$ cat src/design/spc_pkg.sv
`default_nettype none
package spc_pkg;

    // Command opcodes
    localparam logic [7:0] OP_SOFT_RESET = 8'hb0;
    localparam logic [7:0] OP_CLR_FAULT = 8'h8a;
    localparam logic [7:0] OP_MAX_SPEED = 8'he6;
    localparam logic [7:0] OP_START_SPEED = 8'he5;
    localparam logic [7:0] OP_MAX_ACCEL = 8'hea;
    localparam logic [7:0] OP_MAX_DECEL = 8'he9;
    localparam logic [7:0] OP_STEP_MODE = 8'h94;
    localparam logic [7:0] OP_REINIT = 8'h10;

    // Limits
    localparam logic [31:0] SPEED_MAX = 32'h1dcd6500;
    localparam logic [31:0] ACCEL_MIN = 32'h00000064;
    localparam logic [31:0] ACCEL_MAX = 32'h7fffffff;
    localparam logic [6:0] STEP_MODE_MAX = 7'h05;

    // Register offsets (byte addresses)
    localparam logic [7:0] A_CTRL = 8'h00;
    localparam logic [7:0] A_STATUS = 8'h04;
    localparam logic [7:0] A_IRQ_STAT = 8'h08;
    localparam logic [7:0] A_IRQ_MASK = 8'h0c;
    localparam logic [7:0] A_MAX_SPEED = 8'h10;
    localparam logic [7:0] A_START_SPEED = 8'h14;
    localparam logic [7:0] A_MAX_ACCEL = 8'h18;
    localparam logic [7:0] A_MAX_DECEL = 8'h1c;
    localparam logic [7:0] A_STEP_MODE = 8'h20;
    localparam logic [7:0] A_ERRORS = 8'h24;
    localparam logic [7:0] A_POSITION = 8'h28;

    // Control bits
    localparam int CTRL_AUTO_CLR = 0;
    localparam int CTRL_SAFE_EN = 1;
    localparam logic [1:0] CTRL_RESET = 2'h1;

    // Interrupt event bits
    localparam int EV_SOFT_RESET = 0;
    localparam int EV_FAULT_CLR = 1;
    localparam int EV_PARAM = 2;
    localparam int EV_BAD_CMD = 3;
    localparam int EV_W = 4;

    // Error bits
    localparam int ERR_DEENERGIZED = 0;
    localparam int ERR_SERIAL = 1;
    localparam int ERR_TIMEOUT = 2;

    typedef enum logic [1:0] {SPC_OP_RESET, SPC_OP_RUN} spc_op_t;

    // Working parameter set
    typedef struct packed {
        logic [31:0] max_speed;
        logic [31:0] start_speed;
        logic [31:0] max_accel;
        logic [31:0] max_decel;
        logic [6:0] step_mode;
    } spc_params_t;

    // One decoded command
    typedef struct packed {
        logic valid;
        logic [7:0] opcode;
        logic [31:0] data;
    } spc_cmd_t;

endpackage
`default_nettype wire

$ cat src/design/spc_cmd_handler.sv
`timescale 1ns/1ns
`default_nettype none
// Function
// - Soft reset reloads settings, drops overrides
// - Soft reset halts motor, resets driver, state
// - Soft reset clears last move and positions
// - Soft reset clears serial, timeout, occurred errors
// - Soft reset enters safe start if enabled
// - Soft reset keeps de-energised error bit
// - Soft reset keeps uptime
// - Clear-fault command clears latched driver fault
// - Auto clearing clears faults without command
// - Max speed capped at 500,000,000
// - Overrides last until reset or reinit
// - Starting speed set, capped at 500,000,000
// - Acceleration below 100 becomes 100
// - Acceleration write leaves deceleration alone
// - Deceleration 0 copies accel, 1-99 become 100
// - Step mode codes 0 to 5 selected
module spc_cmd_handler (
    input wire logic mclk,
    input wire logic rst,
    input wire spc_pkg::spc_cmd_t cmd,
    input wire spc_pkg::spc_params_t nv_params,
    input wire logic driver_fault,
    input wire logic fault_set_deenergize,
    input wire logic fault_clr_deenergize,
    input wire logic err_serial_evt,
    input wire logic err_timeout_evt,
    input wire logic [7:0] err_occurred_evt,
    input wire logic pos_step,
    input wire logic pos_dir,
    input wire logic enc_step,
    input wire logic enc_dir,
    input wire logic move_cmd_valid,
    input wire logic [7:0] move_cmd,
    input wire logic [7:0] addr,
    input wire logic [31:0] wdata,
    input wire logic wr,
    input wire logic rd,
    output logic [31:0] rdata,
    output spc_pkg::spc_params_t work_params,
    output logic motor_halt,
    output logic driver_reset,
    output logic fault_clear,
    output logic safe_start,
    output spc_pkg::spc_op_t op_state,
    output logic [7:0] last_move,
    output logic [31:0] position,
    output logic [31:0] enc_position,
    output logic [2:0] err_flags,
    output logic [7:0] errors_occurred,
    output logic [31:0] uptime,
    output logic irq
);

    logic [1:0] ctrl;
    logic [spc_pkg::EV_W-1:0] irq_stat;
    logic [spc_pkg::EV_W-1:0] irq_mask;
    logic [spc_pkg::EV_W-1:0] events;
    logic soft_rst;
    logic reload;
    logic known;
    logic [31:0] next_accel;
    logic [31:0] next_decel;
    logic [31:0] next_speed;
    logic [31:0] next_start;

    // Command decode
    assign soft_rst = cmd.valid && cmd.opcode == spc_pkg::OP_SOFT_RESET;
    assign reload = soft_rst
        || (cmd.valid && cmd.opcode == spc_pkg::OP_REINIT);

    always_comb begin
        case (cmd.opcode)
            spc_pkg::OP_SOFT_RESET, spc_pkg::OP_CLR_FAULT,
            spc_pkg::OP_MAX_SPEED, spc_pkg::OP_START_SPEED,
            spc_pkg::OP_MAX_ACCEL, spc_pkg::OP_MAX_DECEL,
            spc_pkg::OP_STEP_MODE, spc_pkg::OP_REINIT: known = 1'b1;
            default: known = 1'b0;
        endcase
    end

    // Clamp incoming values before storing
    always_comb begin
        next_speed = (cmd.data > spc_pkg::SPEED_MAX) ?
            spc_pkg::SPEED_MAX : cmd.data;
        next_start = (cmd.data > spc_pkg::SPEED_MAX) ?
            spc_pkg::SPEED_MAX : cmd.data;
        if (cmd.data > spc_pkg::ACCEL_MAX) begin
            next_accel = spc_pkg::ACCEL_MAX;
        end else if (cmd.data < spc_pkg::ACCEL_MIN) begin
            next_accel = spc_pkg::ACCEL_MIN;
        end else begin
            next_accel = cmd.data;
        end
        if (cmd.data == 32'h00000000) begin
            next_decel = work_params.max_accel;
        end else if (cmd.data > spc_pkg::ACCEL_MAX) begin
            next_decel = spc_pkg::ACCEL_MAX;
        end else if (cmd.data < spc_pkg::ACCEL_MIN) begin
            next_decel = spc_pkg::ACCEL_MIN;
        end else begin
            next_decel = cmd.data;
        end
    end

    // Working copies; motion logic sees only these
    always_ff @(posedge mclk) begin
        if (rst || reload) begin
            work_params <= nv_params;
        end else if (cmd.valid) begin
            case (cmd.opcode)
                spc_pkg::OP_MAX_SPEED: work_params.max_speed <= next_speed;
                spc_pkg::OP_START_SPEED: begin
                    work_params.start_speed <= next_start;
                end
                spc_pkg::OP_MAX_ACCEL: begin
                    work_params.max_accel <= next_accel;
                end
                spc_pkg::OP_MAX_DECEL: work_params.max_decel <= next_decel;
                spc_pkg::OP_STEP_MODE: begin
                    // Out of range codes are ignored, mode stays put
                    if (cmd.data[6:0] <= spc_pkg::STEP_MODE_MAX) begin
                        work_params.step_mode <= cmd.data[6:0];
                    end
                end
                default: ;
            endcase
        end
    end

    // Halt, driver reset and operation state
    always_ff @(posedge mclk) begin
        if (rst) begin
            motor_halt <= 1'b0;
            driver_reset <= 1'b0;
            op_state <= spc_pkg::SPC_OP_RESET;
        end else begin
            motor_halt <= soft_rst;
            driver_reset <= soft_rst;
            if (soft_rst) begin
                op_state <= spc_pkg::SPC_OP_RESET;
            end else begin
                op_state <= spc_pkg::SPC_OP_RUN;
            end
        end
    end

    // Driver fault clearing: by command or automatically
    always_ff @(posedge mclk) begin
        if (rst) begin
            fault_clear <= 1'b0;
        end else begin
            fault_clear <= (cmd.valid && cmd.opcode == spc_pkg::OP_CLR_FAULT)
                || (driver_fault && ctrl[spc_pkg::CTRL_AUTO_CLR]);
        end
    end

    // Safe start; a later move command releases it
    always_ff @(posedge mclk) begin
        if (rst) begin
            safe_start <= 1'b0;
        end else if (soft_rst) begin
            safe_start <= ctrl[spc_pkg::CTRL_SAFE_EN];
        end else if (move_cmd_valid) begin
            safe_start <= 1'b0;
        end
    end

    // Last movement command
    always_ff @(posedge mclk) begin
        if (rst || soft_rst) begin
            last_move <= 8'h00;
        end else if (move_cmd_valid) begin
            last_move <= move_cmd;
        end
    end

    // Position counters
    always_ff @(posedge mclk) begin
        if (rst || soft_rst) begin
            position <= 32'h00000000;
            enc_position <= 32'h00000000;
        end else begin
            if (pos_step) begin
                position <= pos_dir ? position - 32'h1 : position + 32'h1;
            end
            if (enc_step) begin
                enc_position <= enc_dir ? enc_position - 32'h1
                                        : enc_position + 32'h1;
            end
        end
    end

    // Error flags; the de-energised bit survives soft reset
    always_ff @(posedge mclk) begin
        if (rst) begin
            err_flags <= 3'h0;
        end else begin
            if (fault_set_deenergize) begin
                err_flags[spc_pkg::ERR_DEENERGIZED] <= 1'b1;
            end else if (fault_clr_deenergize) begin
                err_flags[spc_pkg::ERR_DEENERGIZED] <= 1'b0;
            end
            if (soft_rst) begin
                err_flags[spc_pkg::ERR_SERIAL] <= 1'b0;
                err_flags[spc_pkg::ERR_TIMEOUT] <= 1'b0;
            end else begin
                if (err_serial_evt) begin
                    err_flags[spc_pkg::ERR_SERIAL] <= 1'b1;
                end
                if (err_timeout_evt) begin
                    err_flags[spc_pkg::ERR_TIMEOUT] <= 1'b1;
                end
            end
        end
    end

    // Accumulated errors; soft reset clears them all
    always_ff @(posedge mclk) begin
        if (rst || soft_rst) begin
            errors_occurred <= 8'h00;
        end else begin
            errors_occurred <= errors_occurred | err_occurred_evt;
        end
    end

    // Uptime counts from full reset only
    always_ff @(posedge mclk) begin
        if (rst) begin
            uptime <= 32'h00000000;
        end else begin
            uptime <= uptime + 32'h1;
        end
    end

    // Interrupt events
    assign events[spc_pkg::EV_SOFT_RESET] = soft_rst;
    assign events[spc_pkg::EV_FAULT_CLR] = fault_clear;
    assign events[spc_pkg::EV_PARAM] = cmd.valid && known && !reload
        && cmd.opcode != spc_pkg::OP_CLR_FAULT;
    assign events[spc_pkg::EV_BAD_CMD] = cmd.valid && !known;

    // Sticky status: set wins over write-one-to-clear
    always_ff @(posedge mclk) begin
        if (rst) begin
            irq_stat <= '0;
        end else if (wr && addr == spc_pkg::A_IRQ_STAT) begin
            irq_stat <= (irq_stat & ~wdata[spc_pkg::EV_W-1:0]) | events;
        end else begin
            irq_stat <= irq_stat | events;
        end
    end

    // Control and mask registers
    always_ff @(posedge mclk) begin
        if (rst) begin
            ctrl <= spc_pkg::CTRL_RESET;
            irq_mask <= '0;
        end else if (wr) begin
            if (addr == spc_pkg::A_CTRL) begin
                ctrl <= wdata[1:0];
            end
            if (addr == spc_pkg::A_IRQ_MASK) begin
                irq_mask <= wdata[spc_pkg::EV_W-1:0];
            end
        end
    end

    // Interrupt output, registered
    always_ff @(posedge mclk) begin
        if (rst) begin
            irq <= 1'b0;
        end else begin
            irq <= |(irq_stat & irq_mask);
        end
    end

    // Read data, one cycle after the strobe; unmapped reads zero
    always_ff @(posedge mclk) begin
        if (rst) begin
            rdata <= 32'h00000000;
        end else if (rd) begin
            case (addr)
                spc_pkg::A_CTRL: rdata <= {30'h0, ctrl};
                spc_pkg::A_STATUS: begin
                    rdata <= {26'h0, op_state, safe_start, err_flags};
                end
                spc_pkg::A_IRQ_STAT: rdata <= {28'h0, irq_stat};
                spc_pkg::A_IRQ_MASK: rdata <= {28'h0, irq_mask};
                spc_pkg::A_MAX_SPEED: rdata <= work_params.max_speed;
                spc_pkg::A_START_SPEED: rdata <= work_params.start_speed;
                spc_pkg::A_MAX_ACCEL: rdata <= work_params.max_accel;
                spc_pkg::A_MAX_DECEL: rdata <= work_params.max_decel;
                spc_pkg::A_STEP_MODE: rdata <= {25'h0, work_params.step_mode};
                spc_pkg::A_ERRORS: rdata <= {24'h0, errors_occurred};
                spc_pkg::A_POSITION: rdata <= position;
                default: rdata <= 32'h00000000;
            endcase
        end else begin
            rdata <= 32'h00000000;
        end
    end
endmodule
`default_nettype wire

$ cat config.mk
export PLATFORM = sky130hd
export DESIGN_NAME = spc_cmd_handler
export DESIGN_NICKNAME = d
export VERILOG_FILES = /design/src/design/spc_pkg.sv /design/src/design/spc_cmd_handler.sv
export SDC_FILE = /design/constraint.sdc
export NUM_CORES = 1
export LEC_CHECK = 0
export ABC_CLOCK_PERIOD_IN_PS = 4600
export CAP_MARGIN = 10
export CORE_AREA = 2 2 210 212
export DETAILED_ROUTE_END_ITERATION = 7
export DIE_AREA = 0 0 212 214
export DONT_BUFFER_PORTS = 1
export MAX_ROUTING_LAYER = met4
export PLACE_DENSITY = 0.63
export SYNTH_ARGS = -nofsm -noshare
export SYNTH_HDL_FRONTEND = slang
export SYNTH_SLANG_ARGS = --single-unit
$ cat constraint.sdc
create_clock -name mclk -period 4.6 [get_ports mclk]
set_clock_uncertainty 0.2 [all_clocks]
set_input_delay 0.46 -clock mclk [delete_from_list [all_inputs] [get_ports mclk]]
set_output_delay 0.46 -clock mclk [all_outputs]
set_load 0.02 [all_outputs]
==> results of run 1 <==
-- sequential cells by signal, indices dropped and copies added, names as in the netlist, 2 cells and up --
signal,flops
enc_position,32
position,32
err_flags,3
ctrl,2
irq_mask,4
last_move,8
work_params,135
rdata,32
uptime,32
errors_occurred,8
irq_stat,4
-- cells in the final DEF, fill, tap and decap left out, types with 7 or more instances in the layout --
cell	n
diode_2	8
xor2_1	39
and2_1	16
mux2i_1	43
o211ai_1	7
a21boi_0	28
nor2b_1	18
a22o_1	40
a21o_1	34
dlygate4sd3_1	219
ha_1	61
o31ai_1	7
a211oi_1	18
dfxtp_1	162
or3_1	12
nor2_1	189
o21ai_0	102
edfxtp_1	135
a31oi_1	20
xnor2_1	36
nor3_1	9
buf_4	22
nand3_1	36
a22oi_1	41
inv_1	16
nand2_1	161
nor4_1	11
nand3b_1	14
nand4_1	16
nand2b_1	17
o22a_1	25
clkbuf_16	37
and3_1	19
a21oi_1	108
a222oi_1	30
o21a_1	8
o21ai_1	7
-- final timing paths --
path                          end  slack [ns]
setup / recovery     position[26]        1.08
hold / removal    work_params[50]        0.03
setup reg to reg     position[26]        1.08
hold reg to reg       irq_mask[1]        0.28
-- per-layer routing --
layer | up-vias | share of wire | track usage
li1 | 6601 | - | -
met1 | 7185 | 0.36 | 0.321
met2 | 894 | 0.48 | 0.494
met3 | 214 | 0.11 | 0.102
met4 | 0 | 0.054 | 0.140
met5 | - | 0 | -
-- kinds of logic (layout without fill, tap and decap cells) --
logic type / after synthesis / in the layout / synth area share
XOR/XNOR: 75 / 75 / 0.0416
AO/OA/AOI/OAI: 523 / 523 / 0.230
adder cells (fa/ha/maj): 63 / 63 / 0.0508
AND/OR/NAND/NOR: 547 / 547 / 0.161
other: 1 / 9 / 0.000237
multiplexers: 43 / 43 / 0.0272
buffers and inverters: 109 / 325 / 0.0274
flip-flops: 297 / 297 / 0.462
-- where the power goes --
| group | switching (uW) | internal, uW | leakage (uW) |
|---|---|---|---|
| Clock | 1150 | 1600 | 0.000552 |
| Sequential | 618 | 3020 | 0.00265 |
| Combinational | 811 | 689 | 0.00426 |
-- through the flow --
step | power, uW | utilization | instances | setup WS, ns
floorplan | 4550 | - | 1658 | 0.685
global placement | 4930 | 0.385 | 2175 | 1.03
detailed placement | 4960 | 0.385 | 2175 | 1.06
CTS | 7920 | 0.463 | 2458 | 1.08
global route | 8230 | 0.464 | 2467 | 0.810
finish | 7880 | 0.464 | 2467 | 1.08
-- layout make-up --
type                    count  share of cell area
inverters                  17             0.00321
well taps                 585              0.0368
flip-flops and latches    297               0.367
diodes                      8             0.00101
multi-input cells        1252               0.412
repair buffers            246               0.124
clock inverters            16             0.00529
clock buffers              46              0.0508
==> impl_metrics.ini, run 1 <==
[outcome]
status = finished, final reports clean

[die]
num_rows = 76
ioPinCount = 535
die_h_um = 214
die-area_sq_um = 45400
die_w_um = 212
initial_utilization = 0.369
core_area_sq_um = 42900

[logic_synthesis]
async_flop_share = 0
synth.most_common_cell = nor2_1
ys_warn_count = 0
syn_avg_cell_area_sq_um = 9.53
yosysSeqAreaShare = 0.462
postSynthCellCount = 1658
synth_top_area_frac = 0.257
synth_area_leaders = edfxtp_1 (26%), dfxtp_1 (21%), ha_1 (4.8%)
synth_commonest_cells = nor2_1 (195), dfxtp_1 (162), nand2_1 (161), edfxtp_1 (135), a21oi_1 (109)
synth_area_leader_cell = edfxtp_1
synthFlopType = dfxtp_1
syn-cell-area_sq_um = 15800
synth-edff-count = 135
synth_nets = 1967
synth-seq-cells = 297
synth.distinct_cells = 81

[drt]
wl_per_cell_um = 27.4
wl_mm = 67.7
routed_via_density = 6.04
vias = 14900
dr.pass1.iters = 8
drc = 0
antenna_violating_nets_post_route = 0
initialDrtViolationCount = 1627

[final_layout]
area_delta_synth_final_pct = 25.8
fin_area_sq_um = 19900
fin_nets = 2158
multi_input_area_sq_um = 8190
drive_gt1_frac = 0.0608
ff_latch_area_sq_um = 7300
num-fill-cells = 3955

[worst_setup_path]
cpMostUsedCell = o21ai_0
ff2ff_path_depth = 10
arrival_ns = 3.79
critPathTopFamily = compound AO/OA/AOI/OAI gates
cp-start-kind = register
crit_buf_inv = 0
critPathMaxStageDelay_ns = 0.53
critPathRequiredTime_ns = 4.87
cp-end-kind = register
cp_cell_sequence = fa_1, a211oi_1, o21ai_0, a41oi_1, o31ai_1, a31o_2, a21oi_1, o21ai_0, xnor2_1, o21ai_0
critPathMaxFanout = 6
cp_slowest_cell = fa_1
crit_type = reg2reg
startpoint = position[0]
cp.depth = 10
rr_startpoint = position[0]

[grt]
grt_pass1_wl_mm = 97.8
grt_pass1_vias = 14800
overflow = 0
grt_max_degree = 120
track_usage = 0.299
antenna_found_initial = 8

[timing]
rsz0062_at_grt = no
worst_slew_pin_slew_ns = 1.11
max_freq_mhz = 284
finalHoldWorstSlack_ns = 0.0329
post-route-period-util = 0.764
setup_tns_ns = 0
finalCriticalPeriod_ns = 3.52
final_hold_viol_count = 0
relSlewSlack = 0.258
slew_violations = 0
setup_viol = 0

[power_and_ir_drop]
peakVddDrop_v = 0.000319
p_per_area_nw_per_um2 = 397
p_leak_uw = 0.00746

[cts]
cts_root_buf = clkbuf_16
clkSinkCount = 297
numCtsBuffers = 35
post_cts_buffers = 0
clk_latency_ns = 0.55
cts_max_path_buffers = 3
cts_hold_buf = 221
htreeDepth = 2
path_clk_slew_ns = 0.06
ctsResizeCount = 0
tritoncts = built

[placed_design]
dp_hpwl_mm = 48.0
place.gp.congestion = 0.954
placed_area_sq_um = 16500
port_buffers = 0

[min_path]
hold_path_depth = 2
min_from = cmd[31]
hold_path.class = in2reg

[job]
maxCapViolCount = 0
Power figures use the tool's default switching activity.
==> inputs of run 2 (changes only) <==
--- a/config.mk
+++ b/config.mk
@@ -5,14 +5,14 @@
 export SDC_FILE = /design/constraint.sdc
 export NUM_CORES = 1
 export LEC_CHECK = 0
-export ABC_CLOCK_PERIOD_IN_PS = 4600
+export ABC_CLOCK_PERIOD_IN_PS = 2900
 export CAP_MARGIN = 10
 export CORE_AREA = 2 2 210 212
 export DETAILED_ROUTE_END_ITERATION = 7
 export DIE_AREA = 0 0 212 214
 export DONT_BUFFER_PORTS = 1
 export MAX_ROUTING_LAYER = met4
-export PLACE_DENSITY = 0.63
+export PLACE_DENSITY = 0.65
 export SYNTH_ARGS = -nofsm -noshare
 export SYNTH_HDL_FRONTEND = slang
 export SYNTH_SLANG_ARGS = --single-unit
==> constraint.sdc (replaced) <==
create_clock -name mclk -period 2.9 [get_ports mclk]
set_clock_uncertainty 0.2 [all_clocks]
set_input_delay 0.29 -clock mclk [delete_from_list [all_inputs] [get_ports mclk]]
set_output_delay 0.29 -clock mclk [all_outputs]
set_load 0.02 [all_outputs]
==> run 2 against run 1 <==
Effect of this change: the flow now finishes with violations (design-rule violations); power increased by 69%; register-to-register slack worse by 1.0 ns; largest cell class unchanged; sequential power grew 50%; final cell count grew 6.9%; utilization up 4.3 points; setup slack got worse by 1.1 ns; via count up 7.3%; routed wire length up 6.1%; combinational power up 120%; critical path depth stayed put.
==> impl_metrics.ini, run 2 (synthesis gave the netlist of run 1 again) <==
[worst_setup_path]
cp-start-kind = input pin
ff2ff_path_depth = 10
critPathMaxFanout = 40
crit_buf_inv = 4
critPathTopFamily = buffers and inverters
cp-end-kind = register
crit_type = in2reg
cp_slowest_cell = dlygate4sd3_1
cpMostUsedCell = dlygate4sd3_1
critPathMaxStageDelay_ns = 0.57
cp.depth = 10
arrival_ns = 2.98
cp_cell_sequence = dlygate4sd3_1, nand2_1, or3_1, nand3b_1, nor2_2, or2_4, buf_12, buf_16, o21ai_0, dlygate4sd3_1
critPathRequiredTime_ns = 3.00

[die]
die_w_um = 212
initial_utilization = 0.369
ioPinCount = 535
core_area_sq_um = 42900
die-area_sq_um = 45400
num_rows = 76
die_h_um = 214

[final_layout]
max_flop_register = work_params
area_delta_synth_final_pct = 37.5
layout_commonest_cell = dlygate4sd3_1
final_cells = 2638
drive_gt1_frac = 0.128
final_cell_mix = dlygate4sd3_1 (274), nor2_1 (188), nand2_1 (161), dfxtp_1 (160), edfxtp_1 (135)
largest_register_ffs = 135
post-route-util = 0.507
fin_nets = 2329
num-fill-cells = 3742

[timing]
setup_viol = 0
post-route-period-util = 0.990
finalHoldWorstSlack_ns = 0.0230
final_hold_viol_count = 0
rsz0062_at_grt = yes
slew_violations = 0
setup_ws_ns = 0.0289
finalCriticalPeriod_ns = 2.87
max_freq_mhz = 348
worst_slew_pin_slew_ns = 1.21
relSlewSlack = 0.194

[power_and_ir_drop]
p_per_area_nw_per_um2 = 614
power.share.clock = 0.343
peakVddDrop_v = 0.000409
combPwrFrac = 0.248
power.net_switching_uw = 4370
internal_power_uw = 8970
p_leak_uw = 0.00839
seq_power_share = 0.409
p_sw_frac = 0.327
fin_total_pwr_uw = 13300

[drt]
wl_per_cell_um = 27.2
route.met3.wl_mm = 7.87
dr.pass1.iters = 8
antenna_violating_nets_post_route = 0
routed_via_density = 6.06
vias = 16000
initialDrtViolationCount = 1652
wl_mm = 71.8
drt-met1-wl_mm = 25.5
highest_layer = met4
met2_length_mm = 33.1
drc = 8

[cts]
htreeDepth = 2
cts_root_buf = clkbuf_16
clkSinkCount = 297
tritoncts = built
clk_latency_ns = 0.55
numCtsBuffers = 36
path_clk_slew_ns = 0.06
cts_max_path_buffers = 3

[placed_design]
place.gp.congestion = 0.953
placed_cells = 2281
place_ws_ns = -0.0964
port_buffers = 0
dp_hpwl_mm = 49.0

[grt]
overflow = 0
track_usage = 0.310
grt_pass1_wl_mm = 102
grt_pass1_vias = 15600
grt_max_degree = 81
antenna_found_initial = 8

[min_path]
hold_path.class = in2reg
hold_path_depth = 3

[outcome]
status = finished with violations
failed_checks = design-rule violations

[job]
maxCapViolCount = 0
-- run 2: cell count changes in the layout (fill, tap and decap cells not counted), moves of 5 or more --
cell           change
buf_4            +101
dlygate4sd3_1     +55
buf_12             +8
ha_1               -8
ha_4               +6
clkinv_1           -5
-- run 2: power groups by stage --
| stage | Clock (uW) | Sequential [uW] | Combinational (uW) |
|---|---|---|---|
| finish | 4580 | 5450 | 3310 |
| global route | 4790 | 5470 | 3580 |
| CTS | 4620 | 5430 | 3140 |
| detailed placement | 0 | 5510 | 2700 |
| global placement | 0 | 5510 | 2670 |
| floorplan | 0 | 5530 | 1680 |
-- run 2: routing by layer --
| layer | track usage | vias up |
|---|---|---|
| li1 | - | 6940 |
| met1 | 0.336 | 7534 |
| met2 | 0.497 | 1146 |
| met3 | 0.0894 | 364 |
| met4 | 0.199 | 0 |
| met5 | - | - |
-- run 2: worst paths after layout --
| path | start | endpoint | slack (ns) |
|---|---|---|---|
| max | cmd[36] | work_params[54] | 0.03 |
| min | cmd[31] | work_params[45] | 0.02 |
| max reg2reg | enc_position[6] | enc_position[29] | 0.04 |
| min reg2reg | irq_mask[0] | irq_mask[0] | 0.28 |
-- run 2: worst reg2reg max path, stage by stage (launching register included) --
cell       delay [ns]
dfxtp_1          0.39
ha_4             0.24
a21o_1           0.20
a2bb2oi_2        0.13
o21ai_2          0.08
a311o_2          0.46
a211oi_4         0.29
nor2_1           0.11
or4_1            0.42
a31oi_1          0.17
nor2_1           0.05
-- run 2: timing repair --
action | 4_1_cts | 5_1_grt
setup endpoints to repair | 5 | 63
hold buffers | 275 | 2
pin swaps | 1 | 18
buffers inserted | 0 | 7
cloned | 0 | 2
resized for setup | 3 | 31
hold endpoints to repair | 260 | 2
-- run 2: layout make-up --
cell class                 instances  area (sq um)  share of cell area
antenna                            8          20.0            0.000921
clock buffer                      47          1020              0.0471
clock inverter                    16           141             0.00651
sequential                       297          7300               0.336
timing repair buffer             416          4070               0.187
inverter                          17          63.8             0.00294
tap                              585           732              0.0337
multi-input combinational       1252          8380               0.386
-- run 2: through the flow --
step | cell area [sq um] | setup TNS, ns
finish | 21700 | 0
CTS | 21400 | 0
detailed placement | 17400 | -1.44
global route | 21700 | -0.302
global placement | 17400 | -0.177
floorplan | 15800 | -3.49
